===== src/shared/lswe_pkg.sv =====
package lswe_pkg;

  // ---------------------------------------------------------------
  // clock and timing
  // ---------------------------------------------------------------
  localparam int CLK_HZ          = 20_000_000;
  localparam int CNT_W           = 27;
  localparam int IDLE_TIMEOUT_MS = 4000;
  localparam int WAKE_RESP_MS    = 150;
  localparam int WAKE_PULSE_US   = 1000;
  localparam int WAKE_DETECT_US  = 150;

  localparam logic [CNT_W-1:0] IDLE_CYCLES =
    CNT_W'(CLK_HZ / 1000 * IDLE_TIMEOUT_MS);
  localparam logic [CNT_W-1:0] RESP_CYCLES =
    CNT_W'(CLK_HZ / 1000 * WAKE_RESP_MS);
  localparam logic [CNT_W-1:0] PULSE_CYCLES =
    CNT_W'(CLK_HZ / 1_000_000 * WAKE_PULSE_US);
  localparam logic [CNT_W-1:0] DETECT_CYCLES =
    CNT_W'(CLK_HZ / 1_000_000 * WAKE_DETECT_US);

  // ---------------------------------------------------------------
  // register map
  // ---------------------------------------------------------------
  localparam int          ADDR_W    = 2;
  localparam int          DATA_W    = 8;
  localparam logic [1:0]  ADDR_CTRL = 2'h0;
  localparam logic [1:0]  ADDR_STAT = 2'h1;
  localparam logic [1:0]  ADDR_ERR  = 2'h2;
  localparam logic [7:0]  REG_RST   = 8'h00;

  // control fields
  localparam int CTRL_MASTER  = 7;
  localparam int CTRL_SLEEP   = 6;
  localparam int CTRL_CLR_ERR = 2;
  localparam int CTRL_WAKE    = 1;
  localparam int CTRL_START   = 0;

  // status fields
  localparam int ST_IDLE_TO = 6;
  localparam int ST_ERROR   = 2;
  localparam int ST_WAKEUP  = 1;
  localparam int ST_DONE    = 0;

  // error fields
  localparam int ERR_TIMEOUT = 2;

  // ---------------------------------------------------------------
  // wake-up transmit states
  // ---------------------------------------------------------------
  typedef enum logic [2:0] {
    LSWE_IDLE  = 3'b001,
    LSWE_PULSE = 3'b010,
    LSWE_WAIT  = 3'b100
  } lswe_wake_t;

endpackage


===== src/shared/lswe_tmr_if.sv =====
interface lswe_tmr_if;
  logic restart;
  logic run;
  logic fire;

  modport ctl (output restart, output run, input fire);
  modport tmr (input restart, input run, output fire);
endinterface


===== src/logic/lswe_timer.sv =====
module lswe_timer #(
  parameter logic [lswe_pkg::CNT_W-1:0] LIMIT = lswe_pkg::DETECT_CYCLES
) (
  // clock and reset
  input wire logic clk,
  input wire logic rst,
  // control
  lswe_tmr_if.tmr  t
);

  logic [lswe_pkg::CNT_W-1:0] cnt_reg;
  logic [lswe_pkg::CNT_W-1:0] cnt_next;
  logic                       fire_reg;
  logic                       fire_next;

  // saturates at the limit so it fires once per restart
  always_comb begin
    cnt_next  = cnt_reg;
    fire_next = 1'b0;
    if (t.restart) begin
      cnt_next = '0;
    end else if (t.run && (cnt_reg != LIMIT)) begin
      cnt_next  = cnt_reg + 1'b1;
      fire_next = (cnt_reg == (LIMIT - 1'b1));
    end
  end

  always_ff @(posedge clk) begin
    if (rst) begin
      cnt_reg  <= '0;
      fire_reg <= 1'b0;
    end else begin
      cnt_reg  <= cnt_next;
      fire_reg <= fire_next;
    end
  end

  assign t.fire = fire_reg;

endmodule


===== src/logic/lswe_sync.sv =====
module lswe_sync (
  // clock and reset
  input  wire logic clk,
  input  wire logic rst,
  // raw pin
  input  wire logic din,
  // synchronised level and edges
  output logic      q,
  output logic      fall,
  output logic      rise
);

  logic ff1_reg;
  logic ff2_reg;
  logic ff3_reg;
  logic ff1_next;
  logic ff2_next;
  logic ff3_next;

  // edges look at the second and third stage only
  always_comb begin
    ff1_next = din;
    ff2_next = ff1_reg;
    ff3_next = ff2_reg;
  end

  // recessive (high) after reset
  always_ff @(posedge clk) begin
    if (rst) begin
      ff1_reg <= 1'b1;
      ff2_reg <= 1'b1;
      ff3_reg <= 1'b1;
    end else begin
      ff1_reg <= ff1_next;
      ff2_reg <= ff2_next;
      ff3_reg <= ff3_next;
    end
  end

  assign q    = ff2_reg;
  assign fall = ff3_reg & ~ff2_reg;
  assign rise = ~ff3_reg & ff2_reg;

endmodule


===== src/logic/lswe_ctrl.sv =====
// How it works
// - four seconds idle sets flag, interrupts
// - either role can transmit wake-up signal
// - wake request bit starts dominant wake pulse
// - master wake success sets done, interrupts
// - slave: no irq; 150 ms timeout errors
// - timeout sets status bit 2, error bit 2
// - detected wake sets wakeup and done flags
// - any error interrupts and aborts frame
// - clear-error write wipes errors and flag
// - error flag blocks master start, wake
//
// The implementer's own choices: the address map and the strobed register port.
module lswe_ctrl #(
  parameter logic [lswe_pkg::CNT_W-1:0] IDLE_CYCLES  = lswe_pkg::IDLE_CYCLES,
  parameter logic [lswe_pkg::CNT_W-1:0] RESP_CYCLES  = lswe_pkg::RESP_CYCLES,
  parameter logic [lswe_pkg::CNT_W-1:0] PULSE_CYCLES = lswe_pkg::PULSE_CYCLES
) (
  // clock and reset
  input  wire logic        clk,
  input  wire logic        rst,
  // register port
  input  wire logic [1:0]  reg_addr,
  input  wire logic [7:0]  reg_wdata,
  input  wire logic        reg_wr,
  input  wire logic        reg_rd,
  output logic      [7:0]  reg_rdata,
  // lin pin
  input  wire logic        lin_rx,
  output logic             lin_tx,
  // frame engine
  input  wire logic        frame_tx,
  input  wire logic [7:0]  frame_err,
  output logic             msg_start,
  output logic             frame_abort,
  output logic             master_role,
  // interrupt request
  output logic             irq
);

  // ---------------------------------------------------------------
  // bus pin synchroniser
  // ---------------------------------------------------------------
  logic rx_q;
  logic rx_fall;
  logic rx_rise;

  lswe_sync u_rx_sync (
    .clk  (clk),
    .rst  (rst),
    .din  (lin_rx),
    .q    (rx_q),
    .fall (rx_fall),
    .rise (rx_rise)
  );

  // ---------------------------------------------------------------
  // timers
  // ---------------------------------------------------------------
  lswe_tmr_if idle_t ();
  lswe_tmr_if pulse_t ();
  lswe_tmr_if resp_t ();
  lswe_tmr_if det_t ();

  lswe_timer #(.LIMIT(IDLE_CYCLES)) u_idle_tmr (
    .clk (clk),
    .rst (rst),
    .t   (idle_t)
  );

  lswe_timer #(.LIMIT(PULSE_CYCLES)) u_pulse_tmr (
    .clk (clk),
    .rst (rst),
    .t   (pulse_t)
  );

  lswe_timer #(.LIMIT(RESP_CYCLES)) u_resp_tmr (
    .clk (clk),
    .rst (rst),
    .t   (resp_t)
  );

  lswe_timer #(.LIMIT(lswe_pkg::DETECT_CYCLES)) u_det_tmr (
    .clk (clk),
    .rst (rst),
    .t   (det_t)
  );

  // ---------------------------------------------------------------
  // state
  // ---------------------------------------------------------------
  lswe_pkg::lswe_wake_t wake_state_reg;
  lswe_pkg::lswe_wake_t wake_state_next;

  logic       master_reg;
  logic       master_next;
  logic       sleep_reg;
  logic       sleep_next;
  logic       done_reg;
  logic       done_next;
  logic       wakeup_reg;
  logic       wakeup_next;
  logic       error_reg;
  logic       error_next;
  logic       idle_to_reg;
  logic       idle_to_next;
  logic [7:0] err_reg;
  logic [7:0] err_next;
  logic [7:0] rdata_reg;
  logic [7:0] rdata_next;
  logic       tx_reg;
  logic       tx_next;
  logic       start_reg;
  logic       start_next;
  logic       abort_reg;
  logic       abort_next;

  // decoded strobes and events
  logic       wr_ctrl;
  logic       wr_stat;
  logic       clear_err;
  logic       wake_go;
  logic       wake_ok_master;
  logic       resp_timeout;
  logic [7:0] err_set;
  logic       err_event;

  assign wr_ctrl   = reg_wr && (reg_addr == lswe_pkg::ADDR_CTRL);
  assign wr_stat   = reg_wr && (reg_addr == lswe_pkg::ADDR_STAT);
  assign clear_err = wr_ctrl && reg_wdata[lswe_pkg::CTRL_CLR_ERR];

  // ---------------------------------------------------------------
  // timer control
  // ---------------------------------------------------------------
  // any edge restarts; stopped while asleep so it never refires
  assign idle_t.restart  = rx_fall | rx_rise | sleep_reg;
  assign idle_t.run      = ~sleep_reg;
  assign pulse_t.restart = (wake_state_reg != lswe_pkg::LSWE_PULSE);
  assign pulse_t.run     = 1'b1;
  assign resp_t.restart  = (wake_state_reg != lswe_pkg::LSWE_WAIT);
  assign resp_t.run      = 1'b1;
  // wake detect only when asleep, so a break is never taken for one
  assign det_t.restart   = rx_q | ~sleep_reg |
                           (wake_state_reg != lswe_pkg::LSWE_IDLE);
  assign det_t.run       = 1'b1;

  // ---------------------------------------------------------------
  // wake-up transmit sequence
  // ---------------------------------------------------------------
  // refused silently while an error is pending or a wake sequence (pulse or response wait) is busy
  assign wake_go = wr_ctrl && reg_wdata[lswe_pkg::CTRL_WAKE] &&
                   (wake_state_reg == lswe_pkg::LSWE_IDLE) &&
                   !error_reg;

  always_comb begin
    wake_state_next = wake_state_reg;
    wake_ok_master  = 1'b0;
    resp_timeout    = 1'b0;
    unique case (wake_state_reg)
      lswe_pkg::LSWE_IDLE: begin
        if (wake_go) begin
          wake_state_next = lswe_pkg::LSWE_PULSE;
        end
      end
      lswe_pkg::LSWE_PULSE: begin
        if (pulse_t.fire) begin
          if (master_reg) begin
            wake_ok_master  = 1'b1;
            wake_state_next = lswe_pkg::LSWE_IDLE;
          end else begin
            wake_state_next = lswe_pkg::LSWE_WAIT;
          end
        end
      end
      lswe_pkg::LSWE_WAIT: begin
        // a header edge from the master is the response
        if (rx_fall) begin
          wake_state_next = lswe_pkg::LSWE_IDLE;
        end else if (resp_t.fire) begin
          resp_timeout    = 1'b1;
          wake_state_next = lswe_pkg::LSWE_IDLE;
        end
      end
      default: begin
        wake_state_next = lswe_pkg::LSWE_IDLE;
      end
    endcase
  end

  // ---------------------------------------------------------------
  // error handling
  // ---------------------------------------------------------------
  always_comb begin
    err_set = frame_err;
    err_set[lswe_pkg::ERR_TIMEOUT] = frame_err[lswe_pkg::ERR_TIMEOUT] |
                                     resp_timeout;
    err_event = |err_set;
    // set wins over a clear in the same cycle
    err_next = (clear_err ? lswe_pkg::REG_RST : err_reg) | err_set;
    error_next = (error_reg & ~clear_err) | err_event;
    abort_next = err_event;
  end

  // ---------------------------------------------------------------
  // control and status flags
  // ---------------------------------------------------------------
  always_comb begin
    master_next = master_reg;
    sleep_next  = sleep_reg;
    if (wr_ctrl) begin
      master_next = reg_wdata[lswe_pkg::CTRL_MASTER];
      sleep_next  = reg_wdata[lswe_pkg::CTRL_SLEEP];
    end
    // status bits are write-one-to-clear; error only via clear bit
    done_next = (done_reg & ~(wr_stat & reg_wdata[lswe_pkg::ST_DONE])) |
                wake_ok_master | det_t.fire;
    wakeup_next = (wakeup_reg &
                   ~(wr_stat & reg_wdata[lswe_pkg::ST_WAKEUP])) |
                  det_t.fire;
    idle_to_next = (idle_to_reg &
                    ~(wr_stat & reg_wdata[lswe_pkg::ST_IDLE_TO])) |
                   idle_t.fire;
    start_next = wr_ctrl && reg_wdata[lswe_pkg::CTRL_START] &&
                 master_reg && !error_reg;
  end

  // ---------------------------------------------------------------
  // pin drive and read-back
  // ---------------------------------------------------------------
  always_comb begin
    // dominant pulse overrides the frame engine's own drive
    tx_next    = frame_tx & (wake_state_reg != lswe_pkg::LSWE_PULSE);
    rdata_next = lswe_pkg::REG_RST;
    if (reg_rd) begin
      unique case (reg_addr)
        lswe_pkg::ADDR_CTRL: begin
          rdata_next[lswe_pkg::CTRL_MASTER] = master_reg;
          rdata_next[lswe_pkg::CTRL_SLEEP]  = sleep_reg;
          rdata_next[lswe_pkg::CTRL_WAKE]   =
            (wake_state_reg != lswe_pkg::LSWE_IDLE);
        end
        lswe_pkg::ADDR_STAT: begin
          rdata_next[lswe_pkg::ST_IDLE_TO] = idle_to_reg;
          rdata_next[lswe_pkg::ST_ERROR]   = error_reg;
          rdata_next[lswe_pkg::ST_WAKEUP]  = wakeup_reg;
          rdata_next[lswe_pkg::ST_DONE]    = done_reg;
        end
        lswe_pkg::ADDR_ERR: begin
          rdata_next = err_reg;
        end
        default: begin
          rdata_next = lswe_pkg::REG_RST;
        end
      endcase
    end
  end

  // ---------------------------------------------------------------
  // registers
  // ---------------------------------------------------------------
  always_ff @(posedge clk) begin
    if (rst) begin
      wake_state_reg <= lswe_pkg::LSWE_IDLE;
      master_reg     <= 1'b0;
      sleep_reg      <= 1'b0;
      done_reg       <= 1'b0;
      wakeup_reg     <= 1'b0;
      error_reg      <= 1'b0;
      idle_to_reg    <= 1'b0;
      err_reg        <= lswe_pkg::REG_RST;
      rdata_reg      <= lswe_pkg::REG_RST;
      tx_reg         <= 1'b1;
      start_reg      <= 1'b0;
      abort_reg      <= 1'b0;
    end else begin
      wake_state_reg <= wake_state_next;
      master_reg     <= master_next;
      sleep_reg      <= sleep_next;
      done_reg       <= done_next;
      wakeup_reg     <= wakeup_next;
      error_reg      <= error_next;
      idle_to_reg    <= idle_to_next;
      err_reg        <= err_next;
      rdata_reg      <= rdata_next;
      tx_reg         <= tx_next;
      start_reg      <= start_next;
      abort_reg      <= abort_next;
    end
  end

  // ---------------------------------------------------------------
  // outputs
  // ---------------------------------------------------------------
  assign reg_rdata   = rdata_reg;
  assign lin_tx      = tx_reg;
  assign msg_start   = start_reg;
  assign frame_abort = abort_reg;
  assign master_role = master_reg;
  // level, held by the sticky flags themselves
  assign irq = done_reg | wakeup_reg | error_reg | idle_to_reg;

endmodule


===== config.mk =====
export PLATFORM = sky130hd
export DESIGN_NAME = lswe_ctrl
export DESIGN_NICKNAME = d
export VERILOG_FILES = /design/src/shared/lswe_pkg.sv /design/src/shared/lswe_tmr_if.sv /design/src/logic/lswe_timer.sv /design/src/logic/lswe_sync.sv /design/src/logic/lswe_ctrl.sv
export SDC_FILE = /design/constraint.sdc
export NUM_CORES = 1
export LEC_CHECK = 0
export ABC_AREA = 1
export BUFFER_PORTS_ARGS = -buffer_cell sky130_fd_sc_hd__buf_2
export CORE_AREA = 2 2 163 133
export CTS_BUF_LIST = sky130_fd_sc_hd__clkbuf_16
export CTS_CLUSTER_SIZE = 12
export DETAILED_ROUTE_END_ITERATION = 8
export DIE_AREA = 0 0 165 135
export SLEW_MARGIN = 20
export SYNTH_ARGS = -nofsm -noshare
export SYNTH_HDL_FRONTEND = slang
export SYNTH_HIERARCHICAL = 1
export SYNTH_SLANG_ARGS = --single-unit

===== constraint.sdc =====
create_clock -name clk -period 2.28 [get_ports clk]
set_clock_uncertainty 0.2 [all_clocks]
set_input_delay 0.342 -clock clk [delete_from_list [all_inputs] [get_ports clk]]
set_output_delay 0.342 -clock clk [all_outputs]
set_load 0.1 [all_outputs]

Word-level counts from Yosys, hierarchy flattened --
Index checks and enable logic that the tools add are counted.
Word-level totals: register bits after elaboration 143, latch bits 0, RAM bits 0, ROM bits 0, bits of input ports 24, output and inout port bits 13, word-level logic and storage cells 126, memories kept 0
Operators by class: add/sub/neg operators 4, multiply operators 0, divide/modulo/power cells 0, magnitude comparators 0, equal/unequal tests 19, shift operators 0, mux-type cells 18, bitwise gates (word level) 37, reduce and logical (&&, ||, !) cells 24
Operators by type and width (number):
- $add 27x1->27 const B | 4
- $eq 27x12->1 const B | 1
- $eq 27x15->1 const B | 1
- $eq 27x22->1 const B | 1
- $eq 27x27->1 const B | 1
- $ne 27x12->1 const B | 1
- $ne 27x15->1 const B | 1
- $ne 27x22->1 const B | 1
- $ne 27x27->1 const B | 1
- $mux 3 | 5
- $reduce_or 3->1 | 5
- $not 1->1 | 13
- $or 1x1->1 | 13
- $and 1x1->1 | 10
- $logic_and 1x1->1 | 10
- $reduce_or 2->1 | 5
- $pmux 3 s3 | 1
- $mux 8 | 1
- $or 8x8->8 | 1
- $reduce_or 8->1 | 1
- $mux 1 | 6
- $ne 3x2->1 const B | 2
- $pmux 1 s2 | 3
- $pmux 1 s3 | 2
- other kinds (12) | 12

Logic depth before layout (Yosys ltp) --
Gate-level depths: netlist of run 1.
word-level depth 7, depth in mapped cells 12, gate-level depth less buffers 11

By module --
The synthesis of run 1 kept the hierarchy.
By module, submodules not included:
- lswe_timer at u_det_tmr | instances 1, cells each 336, area an instance 2001.9 um^2, seq. area each 560.5 um^2
- lswe_timer at u_idle_tmr | instances 1, cells each 340, area an instance 1978.1 um^2, seq. area each 560.5 um^2
- lswe_timer at u_resp_tmr | instances 1, cells each 318, area an instance 1949.4 um^2, seq. area each 560.5 um^2
- lswe_timer at u_pulse_tmr | instances 1, cells each 341, area an instance 1946.9 um^2, seq. area each 560.5 um^2
- lswe_ctrl | instances 1, cells each 161, area an instance 1192.4 um^2, seq. area each 560.5 um^2
- lswe_sync | instances 1, cells each 13, area an instance 97.6 um^2, seq. area each 60.1 um^2

Worst setup path before layout of run 1 --
No wires, ideal clock.
path kind reg-to-reg, start register wake_state_reg[1], end register u_det_tmr.fire_reg (netlist: u_det_tmr/t.fire), library setup time 0.078 ns, data arrival time 1.420 ns, required time 2.002 ns, path slack 0.582 ns, stages on the path, launching flop included 10, period minus slack after synthesis 1.698 ns, cell sequence dfxtp_1 > inv_1 > nand2_1 > nor2_2 > nand2_1 > or2_2 > clkbuf_1 > nor3_1 > nand3_1 > nor3_1
Between the ends: cells in the longest elaborated chain, start to end 3
Ends and longest elaborated chain:
- start, declared | line lswe_ctrl.sv:92 | lswe_pkg::lswe_wake_t wake_state_reg;
- start signal, assigned | line lswe_ctrl.sv:263 | wake_state_reg <= lswe_pkg::LSWE_IDLE;
- start signal, assigned | line lswe_ctrl.sv:276 | wake_state_reg <= wake_state_next;
- $ne 3x1->1 | line lswe_ctrl.sv:144 | (wake_state_reg != lswe_pkg::LSWE_IDLE);
- $or 1x1->1 | line lswe_ctrl.sv:143 | assign det_t.restart = rx_q | ~sleep_reg |
- named net det_t.restart | line lswe_tmr_if.sv:2 | logic restart;
- $reduce_or 3->1 (no line)
- end signal, assigned | line lswe_timer.sv:34 | fire_reg <= fire_next;
- end, declared | line lswe_timer.sv:13 | logic fire_reg;
The timed path passes the listed nets, and every way through them passes these cells. A chain may end at the register's enable or synchronous reset.

Final worst setup path of run 1 --
start register error_reg, end output port irq
Between the ends: cells in the longest elaborated chain, start to end 2
Ends and longest elaborated chain:
- start, declared | line lswe_ctrl.sv:103 | logic error_reg;
- start signal, assigned | line lswe_ctrl.sv:281 | error_reg <= error_next;
- $or 1x1->1 (2 in a row) | line lswe_ctrl.sv:300 | assign irq = done_reg | wakeup_reg | error_reg | idle_to_reg;
- end, declared | line lswe_ctrl.sv:38 | output logic irq
No other way between the ends.

==> summary by stage, run 1 <==
Placed design
Input and output buffers added on the ports amount to 33. OpenSTA, run right after detailed placement, puts the worst setup slack at 240 ps. The area after detailed placement is 9520 µm². At the end of routability-driven placement, the weighted congestion stood at 0.872. The sum of net half-perimeters after detailed placement is 17,700 µm.

Clock network
The root cell of the clock tree is clkbuf_16. The number of buffers created by CTS is 17. The post-CTS repair timing setup buffer count is 0. For the worst-skew pair, the clock arrives at the later sink with an insertion delay of 430 ps.

The clock-pin transition on the worst setup and hold timing paths is 60 ps. The TritonCTS clock tree is done. The CTS H-tree depth is 4. The maximum count of clock buffers along a single path is 2. The post-cts sizing count is 0.

The hold buffer count at CTS is 9. Counting every sink on the clock net gives 143.

Yosys
The synthesized design contains 0 enable-type register cells. Sorting the synthesized cells by how often they occur yields 501 x nand2_1, 260 x nor2_1, 151 x inv_1, 143 x dfxtp_1, 128 x nand3_1. The number of warnings issued by yosys is 6.

The synthesized area divided by synthesized cell count is 6.07 µm². The synthesized netlist occupies a cell area of 9170 µm². Yosys instantiated no cell more often than nand2_1. By area the synthesized netlist is led by dfxtp_1 31%, nand2_1 21%, nor2_1 11%. The flop and latch count out of synthesis is 143.

The top cell type by total area after synthesis is dfxtp_1. The share of the Yosys chip area taken by registers is 0.312. The gate count after technology mapping is 1,509. The top-area cell type share of the netlist area is 0.312. The async set-or-reset flop fraction in the synthesized netlist is 0.

The netlist uses 35 different library cells. The most used flip-flop cell after synthesis is dfxtp_1.

Global route
For this run the aggregate overflow at the end of global routing stands at 0. Entering global routing, the biggest net connects 26 pins. For this run, the total global-route usage over all layers was measured as 0.224.

The first global-routing pass estimated 40,200 µm of wire. The via count of the first global-routing pass came to 8,154. The number of antenna violations at the first check in global routing was 0.

Critical path
The peak per-stage delay on the critical path is 450 ps. The slowest stage of the critical path is the dfxtp_1 cell. The largest driver fanout on the critical path is 6.

The worst setup path is captured at an output port. The critical path required time is 1740 ps. The critical path startpoint category is a flip-flop. The signal on the critical path passes through nor2_1 > nand2_1 > buf_2. The start-to-end type of the worst setup path is reg -> out. The arrival time at the worst endpoint is 1500 ps.

Floorplan
The core region is 20,500 µm². The die is 165 µm wide. The floorplan die area is 22,300 µm². In this run the vertical extent of the chip is 135 µm. For this configuration, the core starts out at a cell density of 0.447. The number of placement rows is 47. The top-level I/O count is 37.

Routing
The iteration count of the initial detailed-routing pass is 5. In the routed layout, each cell is associated on average with a via count of 4.95. The detailed router placed 9,066 vias in this run. For this block, the routed nets add up to 23,900 µm of wire.

After detailed routing, the average wire length per cell comes to 13.0 µm. After the first detailed-routing iteration, the DRC count stood at 780. The DRC violations left is 0. In this run the remaining antenna-violating nets after routing total 0.

Flow run
Across the run, the number of max-cap violations was 0.

Finish
The net total in the final layout is 1,587. The count of antenna diodes in the layout is 0. In the final layout, the multi-input gates occupy 5460 µm². Relative to the synthesized area, the layout overhead comes to 11.7%. The sequential cell area in the final layout is 2860 µm².

The proportion of layout cells with a drive suffix above 1 is 0.0921. The final non-filler cell area is 10,200 µm². The layout has 2,158 filler cells.

Timing
The total setup violations reported at the end of the flow is 0. The max-slew violation count is 0. The final cycle utilization of the critical path is 0.896. The maximum operating frequency is 489 MHz. The final critical-path required period is 2040 ps. The post-route worst setup slack is 236 ps.

At the pin with the least slew margin, the transition time is 583 ps. Setup repair after global routing left no endpoint under its margin. The final-report hold violation count came to 0.

The tightest slew margin relative to the limit is 0.610. The setup TNS is 0 ps.

Hold path
The kind of path behind the tightest hold check is in -> reg.

Run status
The flow ran to the end, and the final reports show no timing, DRC or antenna violations.

Power and ir drop
The total power divided by cell area is 579 nW/µm². The largest voltage drop on the vdd net is 0.434 mV. The cell leakage power is 0.00378 µW.
## metrics by stage
step                      instances  hold slack (ps)   util  power [µW]
after floorplan                1516              187      -        2880
after global placement         1792              196  0.464        2960
after detailed placement       1792              199  0.464        2960
after CTS                      1833             12.9  0.499        6000
after global routing           1833             30.8  0.499        6130
final                          1833             28.7  0.499        5930
## cell usage in the layout (no fill, tap or decap), drive strengths merged
master / synthesis / layout
nand4: 36 / 36
nand3b: 6 / 6
conb: 1 / 8
inv: 154 / 155
buf: 28 / 48
dfxtp: 143 / 143
a211oi: 2 / 2
or2: 1 / 1
nor3: 14 / 14
ha: 12 / 12
clkinv: 1 / 9
nor2: 275 / 275
clkinvlp: 0 / 1
a21oi: 101 / 101
nand3: 129 / 129
clkbuf: 13 / 17
o21ai: 20 / 20
bufinv: 0 / 5
nor3b: 1 / 1
and2: 1 / 1
nand2: 525 / 525
xor2: 28 / 28
dlygate4sd3: 0 / 9
xnor2: 18 / 18
## power by group
| group | leakage (µW) | switching (µW) | internal, µW | total, µW |
|---|---|---|---|---|
| clock network | 0.000308 | 1090 | 1920 | 3010 |
| logic | 0.00231 | 261 | 101 | 362 |
| registers | 0.00116 | 28.8 | 2530 | 2560 |
## worst paths after layout
path / start / to / slack, ps / cells after the start
hold / removal: frame_err[7] / err_reg[7] / 30 / 3
setup / recovery: error_reg / irq / 240 / 3
setup reg to reg: u_pulse_tmr/cnt_reg[0] / u_pulse_tmr/cnt_reg[26] / 260 / 10
hold reg to reg: u_rx_sync/ff1_reg / u_rx_sync/q / 210 / 2
## cell families (layout without fill, tap and decap cells)
| logic type | after synthesis | in the layout | synth area share |
|---|---|---|---|
| flops | 143 | 143 | 0.312 |
| simple gates | 988 | 988 | 0.454 |
| xor+xnor | 46 | 46 | 0.0440 |
| other cells | 1 | 8 | 0.000409 |
| compound gates | 123 | 123 | 0.0775 |
| fa+ha+maj | 12 | 12 | 0.0164 |
| buf+inv | 196 | 244 | 0.0950 |
## critical path, delay by kind of cell (launching register included)
kind          cells  cell delay (ps)
flops             1              450
buf+inv           1              440
simple gates      2              190
## routing by layer
metal,global-route usage,share of wire,wire length (µm)
met4,0.0478,0.0079,189
met3,0.0381,0.052,1240
met2,0.343,0.43,10300
met1,0.328,0.51,12200
met5,0,0,0
## layout make-up
class	instances	share of cell area
Clock buffer	17	0.0415
Multi-Input combinational cell	1177	0.533
Sequential cell	143	0.280
Timing Repair Buffer	57	0.0359
Tap cell	269	0.0329
Clock inverter	15	0.0196
Inverter	155	0.0573
Power figures use the tool's default switching activity.
==> run 2: changes to the inputs <==
--- a/config.mk
+++ b/config.mk
@@ -12,6 +12,7 @@
 export CTS_CLUSTER_SIZE = 12
 export DETAILED_ROUTE_END_ITERATION = 8
 export DIE_AREA = 0 0 165 135
+export HOLD_SLACK_MARGIN = 0.05
 export SLEW_MARGIN = 20
 export SYNTH_ARGS = -nofsm -noshare
 export SYNTH_HDL_FRONTEND = slang
==> run 2 against run 1 <==
Compared with the run above: register-to-register slack is essentially flat; design area rose by 0.49%; non-clock buffer count is 5 higher; core utilization rose by 0.24 points; fmax decreased by 0.87%; first-iteration DRC count shrank 14%; highest routed layer unchanged; combinational power up 2%; count of clock-buffer cells in the layout did not move; via count is 0.63% higher; critical path depth did not move; worst setup slack got worse by 18 ps; clock power about the same.
==> summary by stage, run 2 (synthesis gave the netlist of run 1 again) <==
Placed design
The sum of net half-perimeters after detailed placement was 17,700 µm (unchanged). The number of I/O port buffers was 33 (unchanged). The area after detailed placement was 9520 µm² (unchanged). The global placer's final weighted congestion is 0.872 (unchanged).

Timing
The final-report hold violation count is 0 (unchanged). The final critical-path required period is 2060 ps (+17.9 ps). The max-slew violation count is 0 (unchanged). The final cycle utilization of the critical path was 0.904 (+0.00784). The setup TNS was 0 ps (unchanged). The maximum operating frequency was 485 MHz (-0.87%). The total setup violations reported at the end of the flow was 0 (unchanged).

Setup repair after global routing left no endpoint under its margin. The slew at the pin closest to its max-slew limit came to 583 ps (-0.124 ps). The tightest slew margin relative to the limit was 0.610 (about the same).

Clock network
The post-CTS repair timing setup buffer count came to 0 (unchanged). The maximum count of clock buffers along a single path is 2 (unchanged). The CTS H-tree depth is 4 (unchanged). The clock network latency to the later pin of the worst-skew pair is 420 ps (about the same).

The count of clock tree sinks is 143 (unchanged). The clock-pin transition on the worst setup and hold timing paths came to 60 ps (about the same). TritonCTS built the clock tree. The number of buffers created by CTS is 17 (unchanged). The root cell of the clock tree is clkbuf_16. The post-cts sizing count is 0 (unchanged).

Routing
The number of nets with antenna violations after routing was 0 (unchanged). The detail-routed net length per standard cell is 13.0 µm (-0.27%). The iteration count of the initial detailed-routing pass is 5 (unchanged). The total wirelength of the detailed-routed design was 23,900 µm (about the same). The DRC violations left came to 0 (unchanged). The post-detailed-route via-to-cell ratio came to 4.96 (+0.35%). The number of design-rule violations left by the first detailed-router iteration is 670 (-14%). The via count is 9,123 (+0.63%).

Finish
The share of the core filled with cells in the final layout came to 0.501 (+0.00244). The sequential cell area in the final layout is 2860 µm² (unchanged). The top cell types in the final layout, fill and taps aside, are 501 x nand2_1, 260 x nor2_1, 152 x inv_1, 143 x dfxtp_1, 128 x nand3_1.

The area of the multi-input gates is 5460 µm² (unchanged). The fill cell instance count of the final layout came to 2,152 (-0.28%). The proportion of layout cells with a drive suffix above 1 is 0.0918 (-0.000293).

The net total in the final layout is 1,592 (+0.32%). The final non-filler cell area came to 10,300 µm² (+0.49%). The count of antenna diodes in the layout is 0 (unchanged).

The commonest non-fill, non-tap cell in the layout is nand2_1. The area growth from synthesis to layout is 12.2%.

Global route
The total global routing overflow is 0 (unchanged). The via count of the first global-routing pass is 8,163 (+0.11%). The number of antenna violations at the first check in global routing is 0 (unchanged). The largest net degree at the start of global routing was 26 (unchanged). The first-pass GRT wire length is 40,300 µm (about the same). The global-route usage over all layers is 0.224 (about the same).

Floorplan
The horizontal die dimension is 165 µm (unchanged). The die boundary height is 135 µm (unchanged). The floorplan die area came to 22,300 µm² (unchanged). The total core area is 20,500 µm² (unchanged).

The number of placement rows is 47 (unchanged). The starting density of the core is 0.447 (unchanged). The top-level I/O count is 37 (unchanged).

Critical path
The critical path goes through nor2_1 > nand2_1 > buf_2. The critical path required time is 1740 ps (about the same). The slowest stage of the critical path is the dfxtp_1 cell. The critical path capture point type is an output port. The largest driver fanout on the critical path is 6 (unchanged).

The sum of buffers and inverters on the critical path is 1 (unchanged). The worst setup path is launched from a flip-flop. The dominant delay contributor by cell family on the critical path is flip-flops. The start-to-end type of the worst setup path is reg -> out.

The arrival time at the worst endpoint is 1520 ps (+20 ps). The peak per-stage delay on the critical path is 450 ps (about the same).

Flow run
The max-cap violation count is 0 (unchanged).

Hold path
The min-delay analysis places its worst path in the category in -> reg.

Power and ir drop
The largest voltage drop on the vdd net came to 0.433 mV (-0.20%). The internal power consumption is 4550 µW (+0.12%). The total power divided by cell area was 577 nW/µm² (-0.48%). The clock network fraction of design power is 0.506 (about the same). The switching power is 1380 µW (-0.38%). The sequential group share of total power is 0.432 (about the same).

The cell leakage power is 0.00380 µW (+0.55%). The switching share of total power is 0.232 (-0.000905). The logic gate share of total power is 0.062 (about the same).

Run status
The run finished with clean final reports.
run 2: cell types whose count changed in the layout (fill, tap and decap cells not counted), sizes merged:
| cell | previous run | this run |
|---|---|---|
| dlygate4sd3 | 9 | 14 |
run 2: path summary, 6_finish.rpt:
kind,from,end,slack [ps],cells past startpoint
setup / recovery,error_reg,irq,220,3
hold / removal,reg_wdata[2],error_reg,100,4
setup reg to reg,u_pulse_tmr/cnt_reg[0],u_pulse_tmr/cnt_reg[26],260,10
hold reg to reg,u_rx_sync/ff1_reg,u_rx_sync/q,210,2
run 2: worst min-delay path: cells and delay by family:
family	cells	cell delay (ps)
buffers and inverters	1	110
and+or+nand+nor	3	220
run 2: timing repair:
| action | in CTS | in global routing |
|---|---|---|
| hold buffers | 14 | 0 |
| endpoints found under the hold margin | 14 | 0 |
| endpoints found under the setup margin | 0 | 0 |
run 2: area by class of cell:
class / instances / area share
Inverter: 155 / 0.0570
Timing Repair Buffer: 62 / 0.0406
Tap cell: 269 / 0.0327
Sequential cell: 143 / 0.278
Clock buffer: 17 / 0.0413
Multi-Input combinational cell: 1177 / 0.531
Clock inverter: 15 / 0.0195
run 2: per-stage QoR:
step | setup WS [ps] | total power [µW] | std cells | hold slack (ps)
2_1_floorplan | 582 | 2880 | 1516 | 187
3_3_place_gp | 318 | 2960 | 1792 | 196
3_5_place_dp | 240 | 2960 | 1792 | 199
4_1_cts | 230 | 6010 | 1838 | 94.0
5_1_grt | 40.3 | 6140 | 1838 | 118
6_report | 218 | 5930 | 1838 | 105
run 2: metal layers:
metal  track usage  vias to the layer above  share of wire
li1              -                     4821              -
met1         0.328                     4105           0.52
met2         0.343                      182           0.43
met3        0.0378                       15          0.049
met4        0.0478                        0         0.0075
met5             0                        -              0
run 2: power groups by stage:
stage          clock network, µW  registers [µW]  logic, µW
5_1_grt                     3170            2560        411
3_5_place_dp                   0            2620        345
6_report                    3000            2560        369
3_3_place_gp                   0            2610        344
2_1_floorplan                  0            2640        231
4_1_cts                     3080            2560        365
